===== src/shared/epr_regs.svh =====
/*
 * register offsets, field layouts, reset masks and bus codes for the
 * enable pin routing register bank.
 * assumes: included by bare name from the package and the design files.
 */
`ifndef EPR_REGS_SVH
`define EPR_REGS_SVH

// ----------------------------------------------------------------------
// register indices; the byte address on the bus is four times the index
// ----------------------------------------------------------------------
`define EPR_IDX_PIN2_BUCK    8'h32
`define EPR_IDX_PIN3_LINEAR  8'h33
`define EPR_IDX_PIN3_BUCK    8'h34
`define EPR_IDX_PIN4_LINEAR  8'h35
`define EPR_IDX_PIN4_BUCK    8'h36

// ----------------------------------------------------------------------
// writable bit masks; bits outside a mask read as zero
// ----------------------------------------------------------------------
`define EPR_MASK_LINEAR      8'hff
`define EPR_MASK_BUCK        8'h3f
`define EPR_MASK_PIN2_LOW    8'h0f

// ----------------------------------------------------------------------
// field positions of the buck and linear bits inside the pin three and pin four buck selection registers
// ----------------------------------------------------------------------
`define EPR_BUCK_BUCK_MSB    5
`define EPR_BUCK_BUCK_LSB    2
`define EPR_BUCK_LIN_MSB     1
`define EPR_BUCK_LIN_LSB     0

// ----------------------------------------------------------------------
// regulator vector layout and bus answers
// ----------------------------------------------------------------------
`define EPR_NUM_REGS         5
`define EPR_NUM_REGULATORS   14
`define EPR_RESP_OKAY        2'b00
`define EPR_RESP_SLVERR      2'b10

`endif


===== src/shared/epr_pkg.sv =====
/*
 * types shared by the enable pin routing design files.
 * assumes: epr_regs.svh is on the include path.
 */
`default_nettype none

`include "epr_regs.svh"

package epr_pkg;
    // one selection register value
    typedef logic [7:0] epr_byte_t;
    // one bit per regulator: linear 1..10 in bits 0..9, buck 1..4 above
    typedef logic [`EPR_NUM_REGULATORS-1:0] epr_reg_vec_t;
    // byte address on the register bus
    typedef logic [7:0] epr_addr_t;
endpackage

`default_nettype wire


===== src/hdl/epr_pin_gate.sv =====
/*
 * per-regulator gating of the external enable pins by the selection bits.
 * assumes: pins are synchronous to aclk; selection vectors come from flops.
 */
`timescale 1ns/1ps
`default_nettype none

module epr_pin_gate (
    input  wire logic                  aclk,
    input  wire logic                  aresetn,
    input  wire logic                  enable_pin_two,
    input  wire logic                  enable_pin_three,
    input  wire logic                  enable_pin_four,
    input  wire epr_pkg::epr_reg_vec_t sel_two,
    input  wire epr_pkg::epr_reg_vec_t sel_three,
    input  wire epr_pkg::epr_reg_vec_t sel_four,
    output var  epr_pkg::epr_reg_vec_t pin_enable_request,
    output var  epr_pkg::epr_reg_vec_t pin_governed
);
    import epr_pkg::*;

    // ------------------------------------------------------------------
    // per regulator gating
    // ------------------------------------------------------------------
    genvar g;
    generate
        for (g = 0; g < `EPR_NUM_REGULATORS; g = g + 1) begin : g_reg
            wire logic next_req;
            wire logic next_gov;
            // a pin whose bit is clear contributes nothing at all
            assign next_req = (enable_pin_two   & sel_two[g])   |
                              (enable_pin_three & sel_three[g]) |
                              (enable_pin_four  & sel_four[g]);  // [RULE6]
            assign next_gov = sel_two[g] | sel_three[g] | sel_four[g];

            // registered so the outputs come straight from flops
            always_ff @(posedge aclk) begin
                if (!aresetn) begin
                    pin_enable_request[g] <= 1'b0;
                    pin_governed[g]       <= 1'b0;
                end else begin
                    pin_enable_request[g] <= next_req;
                    pin_governed[g]       <= next_gov;
                end
            end
        end
    endgenerate
endmodule

`default_nettype wire


===== src/hdl/epr_top.sv =====
/*
 * enable pin routing register bank: five selection registers behind an
 * axi4-lite slave, steering three enable pins onto fourteen regulators.
 * assumes: aresetn doubles as the power-on reset; factory values arrive
 * on the otp_* ports and are stable while aresetn is low.
 */
// Summary of operation
// [RULE1] register 0x33 bits 7..0 hand linear regulators 8..1 to pin three.
// [RULE2] register 0x34 bits 5..0 hand bucks 4..1 and linear 10,9 to pin three.
// [RULE3] register 0x35 bits 7..0 hand linear regulators 8..1 to pin four.
// [RULE4] register 0x36 bits 5..0 hand bucks 4..1 and linear 10,9 to pin four.
// [RULE5] pin two buck register bits 3..0 hand bucks 2,1 and linear 10,9 to pin two.
// [RULE6] a clear selection bit means that pin has no say over that regulator.
// [RULE7] bits 7 and 6 of each buck register ignore writes and read zero.
// [RULE8] power-on reset loads factory values and every selection bit is read/write.
// [RULE9] a written bit steers the gating from the next cycle and reads return it.
`timescale 1ns/1ps
`default_nettype none

`include "epr_regs.svh"

module epr_top (
    input  wire logic              aclk,
    input  wire logic              aresetn,
    // axi4-lite write address
    input  wire epr_pkg::epr_addr_t s_axi_awaddr,
    input  wire logic              s_axi_awvalid,
    output var  logic              s_axi_awready,
    // axi4-lite write data
    input  wire logic [31:0]       s_axi_wdata,
    input  wire logic [3:0]        s_axi_wstrb,
    input  wire logic              s_axi_wvalid,
    output var  logic              s_axi_wready,
    // axi4-lite write response
    output var  logic [1:0]        s_axi_bresp,
    output var  logic              s_axi_bvalid,
    input  wire logic              s_axi_bready,
    // axi4-lite read address
    input  wire epr_pkg::epr_addr_t s_axi_araddr,
    input  wire logic              s_axi_arvalid,
    output var  logic              s_axi_arready,
    // axi4-lite read data
    output var  logic [31:0]       s_axi_rdata,
    output var  logic [1:0]        s_axi_rresp,
    output var  logic              s_axi_rvalid,
    input  wire logic              s_axi_rready,
    // factory programmed reset values
    input  wire epr_pkg::epr_byte_t otp_pin2_buck_select,
    input  wire epr_pkg::epr_byte_t otp_pin3_linear_select,
    input  wire epr_pkg::epr_byte_t otp_pin3_buck_select,
    input  wire epr_pkg::epr_byte_t otp_pin4_linear_select,
    input  wire epr_pkg::epr_byte_t otp_pin4_buck_select,
    // external enable pins
    input  wire logic              enable_pin_two,
    input  wire logic              enable_pin_three,
    input  wire logic              enable_pin_four,
    // towards the regulator enable logic
    output var  epr_pkg::epr_reg_vec_t pin_enable_request,
    output var  epr_pkg::epr_reg_vec_t pin_governed
);
    import epr_pkg::*;

    // ------------------------------------------------------------------
    // register table
    // ------------------------------------------------------------------
    // slot order: pin2 buck, pin3 linear, pin3 buck, pin4 linear, pin4 buck
    localparam epr_byte_t IDX [`EPR_NUM_REGS] = '{
        `EPR_IDX_PIN2_BUCK, `EPR_IDX_PIN3_LINEAR, `EPR_IDX_PIN3_BUCK,
        `EPR_IDX_PIN4_LINEAR, `EPR_IDX_PIN4_BUCK};
    localparam epr_byte_t MASK [`EPR_NUM_REGS] = '{
        `EPR_MASK_PIN2_LOW, `EPR_MASK_LINEAR, `EPR_MASK_BUCK,
        `EPR_MASK_LINEAR, `EPR_MASK_BUCK};

    epr_byte_t sel [`EPR_NUM_REGS];
    epr_byte_t otp [`EPR_NUM_REGS];

    assign otp[0] = otp_pin2_buck_select;
    assign otp[1] = otp_pin3_linear_select;
    assign otp[2] = otp_pin3_buck_select;
    assign otp[3] = otp_pin4_linear_select;
    assign otp[4] = otp_pin4_buck_select;

    // ------------------------------------------------------------------
    // write channel state
    // ------------------------------------------------------------------
    logic       aw_have;
    logic       w_have;
    epr_addr_t  aw_addr;
    logic [7:0] w_byte;
    logic       w_lane0;

    wire logic aw_take;
    wire logic w_take;
    wire logic do_write;
    wire logic next_aw_have;
    wire logic next_w_have;
    wire logic next_bvalid;

    // address and data are taken independently, in either order
    assign aw_take      = s_axi_awvalid & s_axi_awready;
    assign w_take       = s_axi_wvalid & s_axi_wready;
    // the write happens once both halves are held, one cycle after the later one is taken
    assign do_write     = aw_have & w_have & ~s_axi_bvalid;
    assign next_aw_have = (aw_have | aw_take) & ~do_write;
    assign next_w_have  = (w_have | w_take) & ~do_write;
    assign next_bvalid  = (s_axi_bvalid & ~s_axi_bready) | do_write;

    // ------------------------------------------------------------------
    // write address decode
    // ------------------------------------------------------------------
    wire logic [`EPR_NUM_REGS-1:0] wr_hit;
    wire logic                     wr_mapped;
    wire logic                     wr_aligned;

    assign wr_aligned = (aw_addr[1:0] == 2'h0);

    // ------------------------------------------------------------------
    // read address decode
    // ------------------------------------------------------------------
    wire logic [`EPR_NUM_REGS-1:0] rd_hit;
    wire logic                     rd_mapped;
    wire logic                     rd_aligned;
    wire logic                     ar_take;
    wire logic                     next_rvalid;
    epr_byte_t                     rd_byte;

    assign rd_aligned  = (s_axi_araddr[1:0] == 2'h0);
    assign ar_take     = s_axi_arvalid & s_axi_arready;
    assign next_rvalid = (s_axi_rvalid & ~s_axi_rready) | ar_take;

    // ------------------------------------------------------------------
    // selection registers, one slot per generate pass
    // ------------------------------------------------------------------
    genvar r;
    generate
        for (r = 0; r < `EPR_NUM_REGS; r = r + 1) begin : g_sel
            // the printed index sits in the upper six address bits
            assign wr_hit[r] = wr_aligned & (aw_addr[7:2] == IDX[r][5:0]);
            assign rd_hit[r] = rd_aligned &
                               (s_axi_araddr[7:2] == IDX[r][5:0]);

            // reset takes the factory value, not a constant
            always_ff @(posedge aclk) begin
                if (!aresetn) begin
                    sel[r] <= otp[r] & MASK[r];                  // [RULE8]
                end else if (do_write & wr_hit[r] & w_lane0) begin
                    // bits outside the mask never store a write
                    sel[r] <= w_byte & MASK[r];                  // [RULE7]
                end
            end
        end
    endgenerate

    assign wr_mapped = |wr_hit;
    assign rd_mapped = |rd_hit;

    // read mux; reserved bits are already zero in storage
    always_comb begin
        rd_byte = 8'h00;
        for (int i = 0; i < `EPR_NUM_REGS; i++) begin
            if (rd_hit[i]) begin
                rd_byte = sel[i];                                // [RULE9]
            end
        end
    end

    // ------------------------------------------------------------------
    // write channel flops
    // ------------------------------------------------------------------
    // ready drops while a half is held so the master keeps the other one
    always_ff @(posedge aclk) begin
        if (!aresetn) begin
            aw_have       <= 1'b0;
            w_have        <= 1'b0;
            s_axi_awready <= 1'b0;
            s_axi_wready  <= 1'b0;
            s_axi_bvalid  <= 1'b0;
        end else begin
            aw_have       <= next_aw_have;
            w_have        <= next_w_have;
            s_axi_awready <= ~next_aw_have & ~next_bvalid;
            s_axi_wready  <= ~next_w_have & ~next_bvalid;
            s_axi_bvalid  <= next_bvalid;
        end
    end

    // captured payloads; only byte lane 0 carries register data
    always_ff @(posedge aclk) begin
        if (!aresetn) begin
            aw_addr <= 8'h00;
            w_byte  <= 8'h00;
            w_lane0 <= 1'b0;
        end else begin
            if (aw_take) begin
                aw_addr <= s_axi_awaddr;
            end
            if (w_take) begin
                w_byte  <= s_axi_wdata[7:0];
                w_lane0 <= s_axi_wstrb[0];
            end
        end
    end

    // response code; an unmapped or misaligned address is refused
    always_ff @(posedge aclk) begin
        if (!aresetn) begin
            s_axi_bresp <= `EPR_RESP_OKAY;
        end else if (do_write) begin
            s_axi_bresp <= wr_mapped ? `EPR_RESP_OKAY : `EPR_RESP_SLVERR;
        end
    end

    // ------------------------------------------------------------------
    // read channel flops
    // ------------------------------------------------------------------
    // data sampled at the address edge, so a read shows the stored value
    always_ff @(posedge aclk) begin
        if (!aresetn) begin
            s_axi_arready <= 1'b0;
            s_axi_rvalid  <= 1'b0;
            s_axi_rdata   <= 32'h0000_0000;
            s_axi_rresp   <= `EPR_RESP_OKAY;
        end else begin
            s_axi_arready <= ~next_rvalid;
            s_axi_rvalid  <= next_rvalid;
            if (ar_take) begin
                s_axi_rdata <= {24'h00_0000, rd_byte};           // [RULE9]
                s_axi_rresp <= rd_mapped ? `EPR_RESP_OKAY
                                         : `EPR_RESP_SLVERR;
            end
        end
    end

    // ------------------------------------------------------------------
    // routing of register fields onto the regulator vectors
    // ------------------------------------------------------------------
    // vector layout: bits 0..9 linear 1..10, bits 10..13 buck 1..4
    epr_reg_vec_t vec_two;
    epr_reg_vec_t vec_three;
    epr_reg_vec_t vec_four;

    // pin two: only bucks 1,2 and linear 9,10 live in this bank
    assign vec_two   = {2'b00, sel[0][3:2], sel[0][1:0],
                        8'h00};                                  // [RULE5]
    // pin three: linear 8..1 below, then linear 10,9 and bucks 4..1
    assign vec_three = {sel[2][`EPR_BUCK_BUCK_MSB:`EPR_BUCK_BUCK_LSB],
                        sel[2][`EPR_BUCK_LIN_MSB:`EPR_BUCK_LIN_LSB], // [RULE2]
                        sel[1]};                                 // [RULE1]
    // pin four uses the same layout for its two registers
    assign vec_four  = {sel[4][`EPR_BUCK_BUCK_MSB:`EPR_BUCK_BUCK_LSB],
                        sel[4][`EPR_BUCK_LIN_MSB:`EPR_BUCK_LIN_LSB], // [RULE4]
                        sel[3]};                                 // [RULE3]

    // ------------------------------------------------------------------
    // pin gating
    // ------------------------------------------------------------------
    // gating sees the register outputs directly, so a write takes hold at
    // the edge after it lands; the extra output flop is the price of
    // registered outputs
    epr_pin_gate i_epr_pin_gate (
        .aclk               (aclk),
        .aresetn            (aresetn),
        .enable_pin_two     (enable_pin_two),
        .enable_pin_three   (enable_pin_three),
        .enable_pin_four    (enable_pin_four),
        .sel_two            (vec_two),
        .sel_three          (vec_three),
        .sel_four           (vec_four),
        .pin_enable_request (pin_enable_request),
        .pin_governed       (pin_governed)
    );                                                           // [RULE6]
endmodule

`default_nettype wire


===== config.mk =====
export PLATFORM = sky130hd
export DESIGN_NAME = epr_top
export DESIGN_NICKNAME = d
export VERILOG_FILES = /design/src/shared/epr_pkg.sv /design/src/hdl/epr_pin_gate.sv /design/src/hdl/epr_top.sv
export VERILOG_INCLUDE_DIRS = /design/src /design/src/shared
export SDC_FILE = /design/constraint.sdc
export NUM_CORES = 1
export LEC_CHECK = 0
export ABC_AREA = 1
export BUFFER_PORTS_ARGS = -buffer_cell sky130_fd_sc_hd__buf_4
export CORE_UTILIZATION = 39
export DETAILED_ROUTE_END_ITERATION = 12
export PLACE_DENSITY = 0.67
export SYNTH_ARGS = -nofsm -noshare
export SYNTH_HDL_FRONTEND = slang
export SYNTH_SLANG_ARGS = --single-unit

===== constraint.sdc =====
create_clock -name aclk -period 2.1 [get_ports aclk]
set_input_delay 0.315 -clock aclk [delete_from_list [all_inputs] [get_ports aclk]]
set_output_delay 0.315 -clock aclk [all_outputs]
set_load 0.05 [all_outputs]

==> results of run 1 <==
==> cells in the mapped netlist <==
cell type / n
nand2_1: 108
dfxtp_1: 62
nor2_1: 53
a21oi_1: 45
inv_1: 41
edfxtp_1: 32
buf_4: 26
o21ai_0: 25
nand3_1: 20
o21ai_1: 18
o21ai_2: 16
nand4_1: 7
nor3_1: 6
buf_2: 5
clkbuf_1: 5
nand2_2: 5
buf_1: 4
buf_6: 3
inv_2: 3
nand3_2: 3
nor3_4: 3
nand3_4: 2
o22ai_1: 2
conb_1: 1
nand2_4: 1
nor2_4: 1
nor2_8: 1
nor3b_1: 1
==> logic make-up (layout without fill, tap and decap cells) <==
kind of cell    Yosys count  after routing  share of synthesized area (%)
buf+inv                  87            174                           10.7
flops                    94             94                           52.1
simple gates            211            211                           23.0
compound gates          106            106                           14.0
other cells               1             26                         0.0888
==> through the flow <==
stage / utilization, % / hold slack (ns) / instance area, sq um
floorplan: - / 0.417 / 4320
global placement: 48.6 / 0.436 / 5060
detailed placement: 48.6 / 0.441 / 5060
CTS: 50.8 / 0.196 / 5290
global route: 50.8 / 0.209 / 5290
finish: 50.8 / 0.201 / 5290
==> registers in the layout, indices dropped and copies added, names as in the netlist, 8 cells and up <==
name                               count
i_epr_pin_gate.pin_enable_request     14
sel                                   32
i_epr_pin_gate.pin_governed           14
w_byte                                 8
aw_addr                                8
s_axi_rdata                            8
==> power by group through the flow <==
stage          logic [uW]  clock network (uW)  registers [uW]
2_1_floorplan         351                   0            2240
3_3_place_gp          693                   0            2090
3_5_place_dp          701                   0            2100
4_1_cts               702                1380            2050
5_1_grt               753                1450            2070
6_report              701                1360            2050
==> cells in the final DEF, fill, tap and decap left out, drive strengths merged <==
cell type / netlist / routed
clkinvlp: 0 / 1
nor3b: 1 / 1
edfxtp: 32 / 32
nand3: 25 / 25
nand2: 114 / 114
bufinv: 0 / 2
clkinv: 0 / 2
a21oi: 45 / 45
buf: 38 / 114
dfxtp: 62 / 62
inv: 44 / 45
nor3: 9 / 9
o22ai: 2 / 2
conb: 1 / 26
clkbuf: 5 / 10
nor2: 55 / 55
nand4: 7 / 7
o21ai: 59 / 59
==> final cells by class <==
type | count | area [sq um]
Clock buffer | 10 | 138
Clock inverter | 6 | 93.8
Fill cell | 998 | 5130
Inverter | 44 | 165
Multi-Input combinational cell | 343 | 1660
Sequential cell | 94 | 2200
Tap cell | 136 | 170
Timing Repair Buffer | 114 | 856
==> worst min-delay path, stage by stage <==
cell and delay [ns]:
buf_4 0.07, o21ai_0 0.07, nor2_1 0.07
==> final timing paths <==
kind / from / to / cells after the start
setup reg to reg: aw_addr[0] / sel[4][5] / 6
hold / removal: s_axi_awaddr[3] / aw_addr[3] / 3
setup / recovery: aw_addr[0] / sel[4][5] / 6
hold reg to reg: w_have / s_axi_wready / 1
==> routing by layer <==
| layer | GRT usage [%] | vias up | wire, um |
|---|---|---|---|
| met5 | 0 | - | 0 |
| met4 | 5.16 | 0 | 135 |
| met3 | 5.27 | 13 | 755 |
| met2 | 29.5 | 124 | 4550 |
| met1 | 22.8 | 1569 | 4420 |
| li1 | - | 1800 | - |
==> results.ini, run 1 <==
[status]
run_status=completed

[place]
io_buffers=109
place_hpwl_mm=7.79
preCtsSetupSlack_ns=0.374
routabilityCongestion=0.865
dp.cells=731

[clock_network]
numCtsBuffers=9
insertion_delay_ns=0.36
cts_tree=done
htreeDepth=3
postCtsHoldBufs=0
path_clk_slew_ns=0.09
post_cts_buffers=0
cts_buffer_depth=2
cts-root-buf=clkbuf_8
cts_resized=0
cts_sinks=94

[power]
power_leakage_uw=0.00245
p_per_area_nw_per_um2=778
switching_share_pct=29.1
p_switching_uw=1200
power_uw=4120
combPwrFrac_pct=17.0
ir_drop_mv=0.419
power.internal_uw=2920
p_clk_share_pct=33.1
power.share.sequential_pct=49.9

[route]
wl_mm=9.85
drt-initial-drc-count=139
routedWlPerCell_um=13.2
drc=0
via_per_inst=4.69
ant_nets=0
vias=3506
firstDrtPassIters=5

[timing]
worst_pin_slew_ns=0.645
maxSlewViolCount=0
fin_crit_sh_pct=82.2
clock_skew_ns=0.0122
worst_slack_ns=0.374
final_hold_viol_count=0
rsz0062_at_grt=no
finalCriticalPeriod_ns=1.73
setup_viol=0
max_freq_ghz=0.579
timing.setup.tns_ns=0
relSlewSlack_pct=56.9

[finish]
nNetsFinal=708
drive_above_1_share_pct=27.0
diodes=0
final_cells=747
area_growth_pct=25.2

[floorplan]
start_util_pct=40.6
die_y_um=106
die_w_um=106
rows=37
dieArea_sq_um=11300
coreArea_sq_um=10400
ios=171

[worst_setup_path]
crit_arrival_ns=1.83
crit_path_end_kind=flop
cp_top_family=simple AND/OR/NAND/NOR gates
path_class=reg -> reg
cp-start-kind=flop
worstPathCellList=nor2_1, nand3_1, nor3_1, nand4_1, nand2_1, o21ai_1
ff2ff_setup_slack_ns=0.37
crit_buf_inv=0
cp_data_required_time_ns=2.21
slowest_delay_ns=0.38
worstPathMaxFanout=12
cp_slowest_cell=nand4_1

[synth]
synth_area_leaders=dfxtp_1, edfxtp_1, nand2_1, a21oi_1, nor2_1
yosys.area.top_type_share_pct=29.4
yosysTopAreaCell=dfxtp_1
ys_warn_count=0
synthesis.area_sq_um=4230
synthDistinctLibCells=28
avgSynthCellArea_sq_um=8.47
syn_inst=499
synth-seq-cells=94
yosysSeqAreaShare_pct=52.1

[grt]
antenna_found_initial=0
grt_usage_pct=17.9
overflow=0
grt_pass1_wl_mm=15.6
grt_pass1_vias=3289
grt_max_degree=38

[hold_path]
hold_path.class=in -> reg

[job]
maxCapViolations=0

Power figures use the tool's default switching activity.
==> inputs of run 2 (changes only) <==
--- a/config.mk
+++ b/config.mk
@@ -10,7 +10,7 @@
 export BUFFER_PORTS_ARGS = -buffer_cell sky130_fd_sc_hd__buf_4
 export CORE_UTILIZATION = 39
 export DETAILED_ROUTE_END_ITERATION = 12
-export PLACE_DENSITY = 0.67
+export PLACE_DENSITY = 0.69
 export SYNTH_ARGS = -nofsm -noshare
 export SYNTH_HDL_FRONTEND = slang
 export SYNTH_SLANG_ARGS = --single-unit
==> constraint.sdc (replaced) <==
create_clock -name aclk -period 1.5 [get_ports aclk]
set_input_delay 0.225 -clock aclk [delete_from_list [all_inputs] [get_ports aclk]]
set_output_delay 0.225 -clock aclk [all_outputs]
set_load 0.05 [all_outputs]
==> run 2 against run 1 <==
The run now ends with setup timing left. Clock-buffer cell count is 2 higher. Fmax is 13% higher. Hold slack worse by 0.085 ns. Worst setup slack worse by 0.41 ns. Critical endpoint is now sel[2][1]. Highest routed layer unchanged.
==> results.ini, run 2 (synthesis gave the netlist of run 1 again) <==
[status]
run_status=complete, but fails checks
violations=setup timing

[route]
routedWlPerCell_um=13.4  ; +1.3%
via_per_inst=4.80  ; +2.2%
firstDrtPassIters=4  ; -1
vias=3724  ; +6.2%
ant_nets=0  ; unchanged
drc=0  ; unchanged
drt-initial-drc-count=150  ; +7.9%
wl_mm=10.4  ; +5.2%

[power]
power_uw=5920  ; +44%
switching_share_pct=28.1  ; -1.1 points
power.internal_uw=4260  ; +46%
ir_drop_mv=0.514  ; +23%
p_switching_uw=1660  ; +39%
p_per_area_nw_per_um2=1050  ; +35%
p_clk_share_pct=33.9  ; +0.8 points
power_leakage_uw=0.00262  ; +7.3%
combPwrFrac_pct=17.5  ; +0.5 points
power.share.sequential_pct=48.6  ; -1.3 points

[grt]
grt_usage_pct=18.6  ; +0.70 points
antenna_found_initial=0  ; unchanged
grt_pass1_vias=3461  ; +5.2%
grt_pass1_wl_mm=16.3  ; +4.2%
overflow=0  ; unchanged
grt_max_degree=24  ; -37%

[finish]
final_common_cell=buf_4
diodes=0  ; unchanged
final_core_util_pct=54.3  ; +3.5 points
nFillCells=948  ; -5.0%
drive_above_1_share_pct=32.5  ; +5.5 points
largest_reg_flops=32  ; unchanged
area_growth_pct=33.8
nNetsFinal=737  ; +4.1%
mostFrequentLayoutCells=buf_4, nand2_1, dfxtp_1
top_register=sel
largestRegisters=sel: 32 flops, i_epr_pin_gate.pin_enable_request: 14 flops, i_epr_pin_gate.pin_governed: 14 flops

[job]
maxCapViolations=0  ; unchanged

[clock_network]
path_clk_slew_ns=0.09  ; about the same
cts_buffer_depth=2  ; unchanged
htreeDepth=3  ; unchanged
insertion_delay_ns=0.36  ; about the same
cts_tree=done
postCtsHoldBufs=0  ; unchanged
numCtsBuffers=9  ; unchanged
cts-root-buf=clkbuf_8
cts_sinks=94  ; unchanged

[timing]
whs_ns=0.116  ; -0.0846 ns
relSlewSlack_pct=66.7  ; +9.7 points
finalCriticalPeriod_ns=1.53  ; -0.193 ns
worst_pin_slew_ns=0.499  ; -0.146 ns
fin_crit_sh_pct=102  ; +20 points
final_hold_viol_count=0  ; unchanged
maxSlewViolCount=0  ; unchanged
worst_slack_ns=-0.0329  ; -0.407 ns
max_freq_ghz=0.652  ; +13%
setup_viol=19  ; +19
clock_skew_ns=0.00910  ; -0.00313 ns
rsz0062_at_grt=yes

[floorplan]
dieArea_sq_um=11300  ; unchanged
coreArea_sq_um=10400  ; unchanged
die_y_um=106  ; unchanged
rows=37  ; unchanged
ios=171  ; unchanged
die_w_um=106  ; unchanged
start_util_pct=40.6  ; unchanged

[worst_setup_path]
worstPathMaxFanout=6  ; -6
slowest_delay_ns=0.35  ; -0.03 ns
crit_buf_inv=1  ; +1
crit_top_cell=nand2_1
crit_arrival_ns=1.58  ; -0.25 ns
cp_slowest_cell=dfxtp_2
crit_path_end_kind=flop
worstPathCellList=inv_2, nor3_4, nand2_4, nor2_4, nand2_1, nand2_1
cp_top_family=simple AND/OR/NAND/NOR gates
cp_data_required_time_ns=1.55  ; -0.66 ns
cp-start-kind=flop
path_class=reg -> reg

[place]
routabilityCongestion=0.861  ; -0.47%
place_hpwl_mm=8.04  ; +3.2%
io_buffers=109  ; unchanged
preCtsSetupSlack_ns=-0.0935  ; -0.468 ns

[hold_path]
hold_path.class=in -> reg

-- run 2: cell count changes in the layout (fill, tap and decap cells not counted), moves of 2 or more --
cell      before  now
dfxtp_1       62   57
nand2_2        5    9
nand3_2        3    1
buf_12         0    4
nand3_4        2    6
nand2_1      108  104
buf_4        114  137
dfxtp_2        0    4
clkinv_4       2    0
o21ai_2       16   18
-- run 2: area by class of cell --
type,instances,area (sq um),share of cell area (%)
multi-input combinational,344,1740,30.8
sequential,94,2210,39.1
timing repair buffer,142,1120,19.8
tap,136,170,3.01
clock inverter,4,73.8,1.31
clock buffer,12,176,3.12
inverter,44,165,2.92
-- run 2: worst paths after layout --
kind	end	depth (start not counted)	slack, ns	startpoint
max	sel[2][1]	6	-0.03	aw_have
min	aw_addr[1]	3	0.12	s_axi_awaddr[1]
max reg2reg	sel[2][1]	6	-0.03	aw_have
min reg2reg	s_axi_wready	1	0.44	w_have
-- run 2: stage by stage --
stage	cells	setup TNS [ns]	cell area, sq um
6_report	776	-0.356	5660
3_5_place_dp	752	-1.00	5260
4_1_cts	771	-0.113	5570
3_3_place_gp	752	-0.279	5260
5_1_grt	776	-2.68	5660
2_1_floorplan	524	0	4330
-- run 2: metal layers --
| metal | up-vias | wire length (um) | track usage (%) |
|---|---|---|---|
| met2 | 174 | 4900 | 30.6 |
| met5 | - | 0 | 0 |
| met4 | 0 | 278 | 8.13 |
| met3 | 26 | 849 | 5.52 |
| li1 | 1865 | - | - |
| met1 | 1659 | 4350 | 22.6 |
-- run 2: worst min-delay path, stage by stage --
cell	delay, ns
buf_4	0.07
o21ai_0	0.07
nor2_1	0.07
-- run 2: what timing repair did --
action                     CTS  global route
gates cloned                 0             1
buffers inserted             3             4
gates resized for setup      6            12
pin swaps                    2             2
setup endpoints to repair   51            60
-- run 2: power by group through the flow --
stage               Clock (uW)  Combinational, uW  Sequential [uW]
floorplan                    0                492             3130
global placement             0                999             2930
detailed placement           0               1010             2930
CTS                       2050               1020             2880
global route              2160               1110             2900
finish                    2010               1040             2880
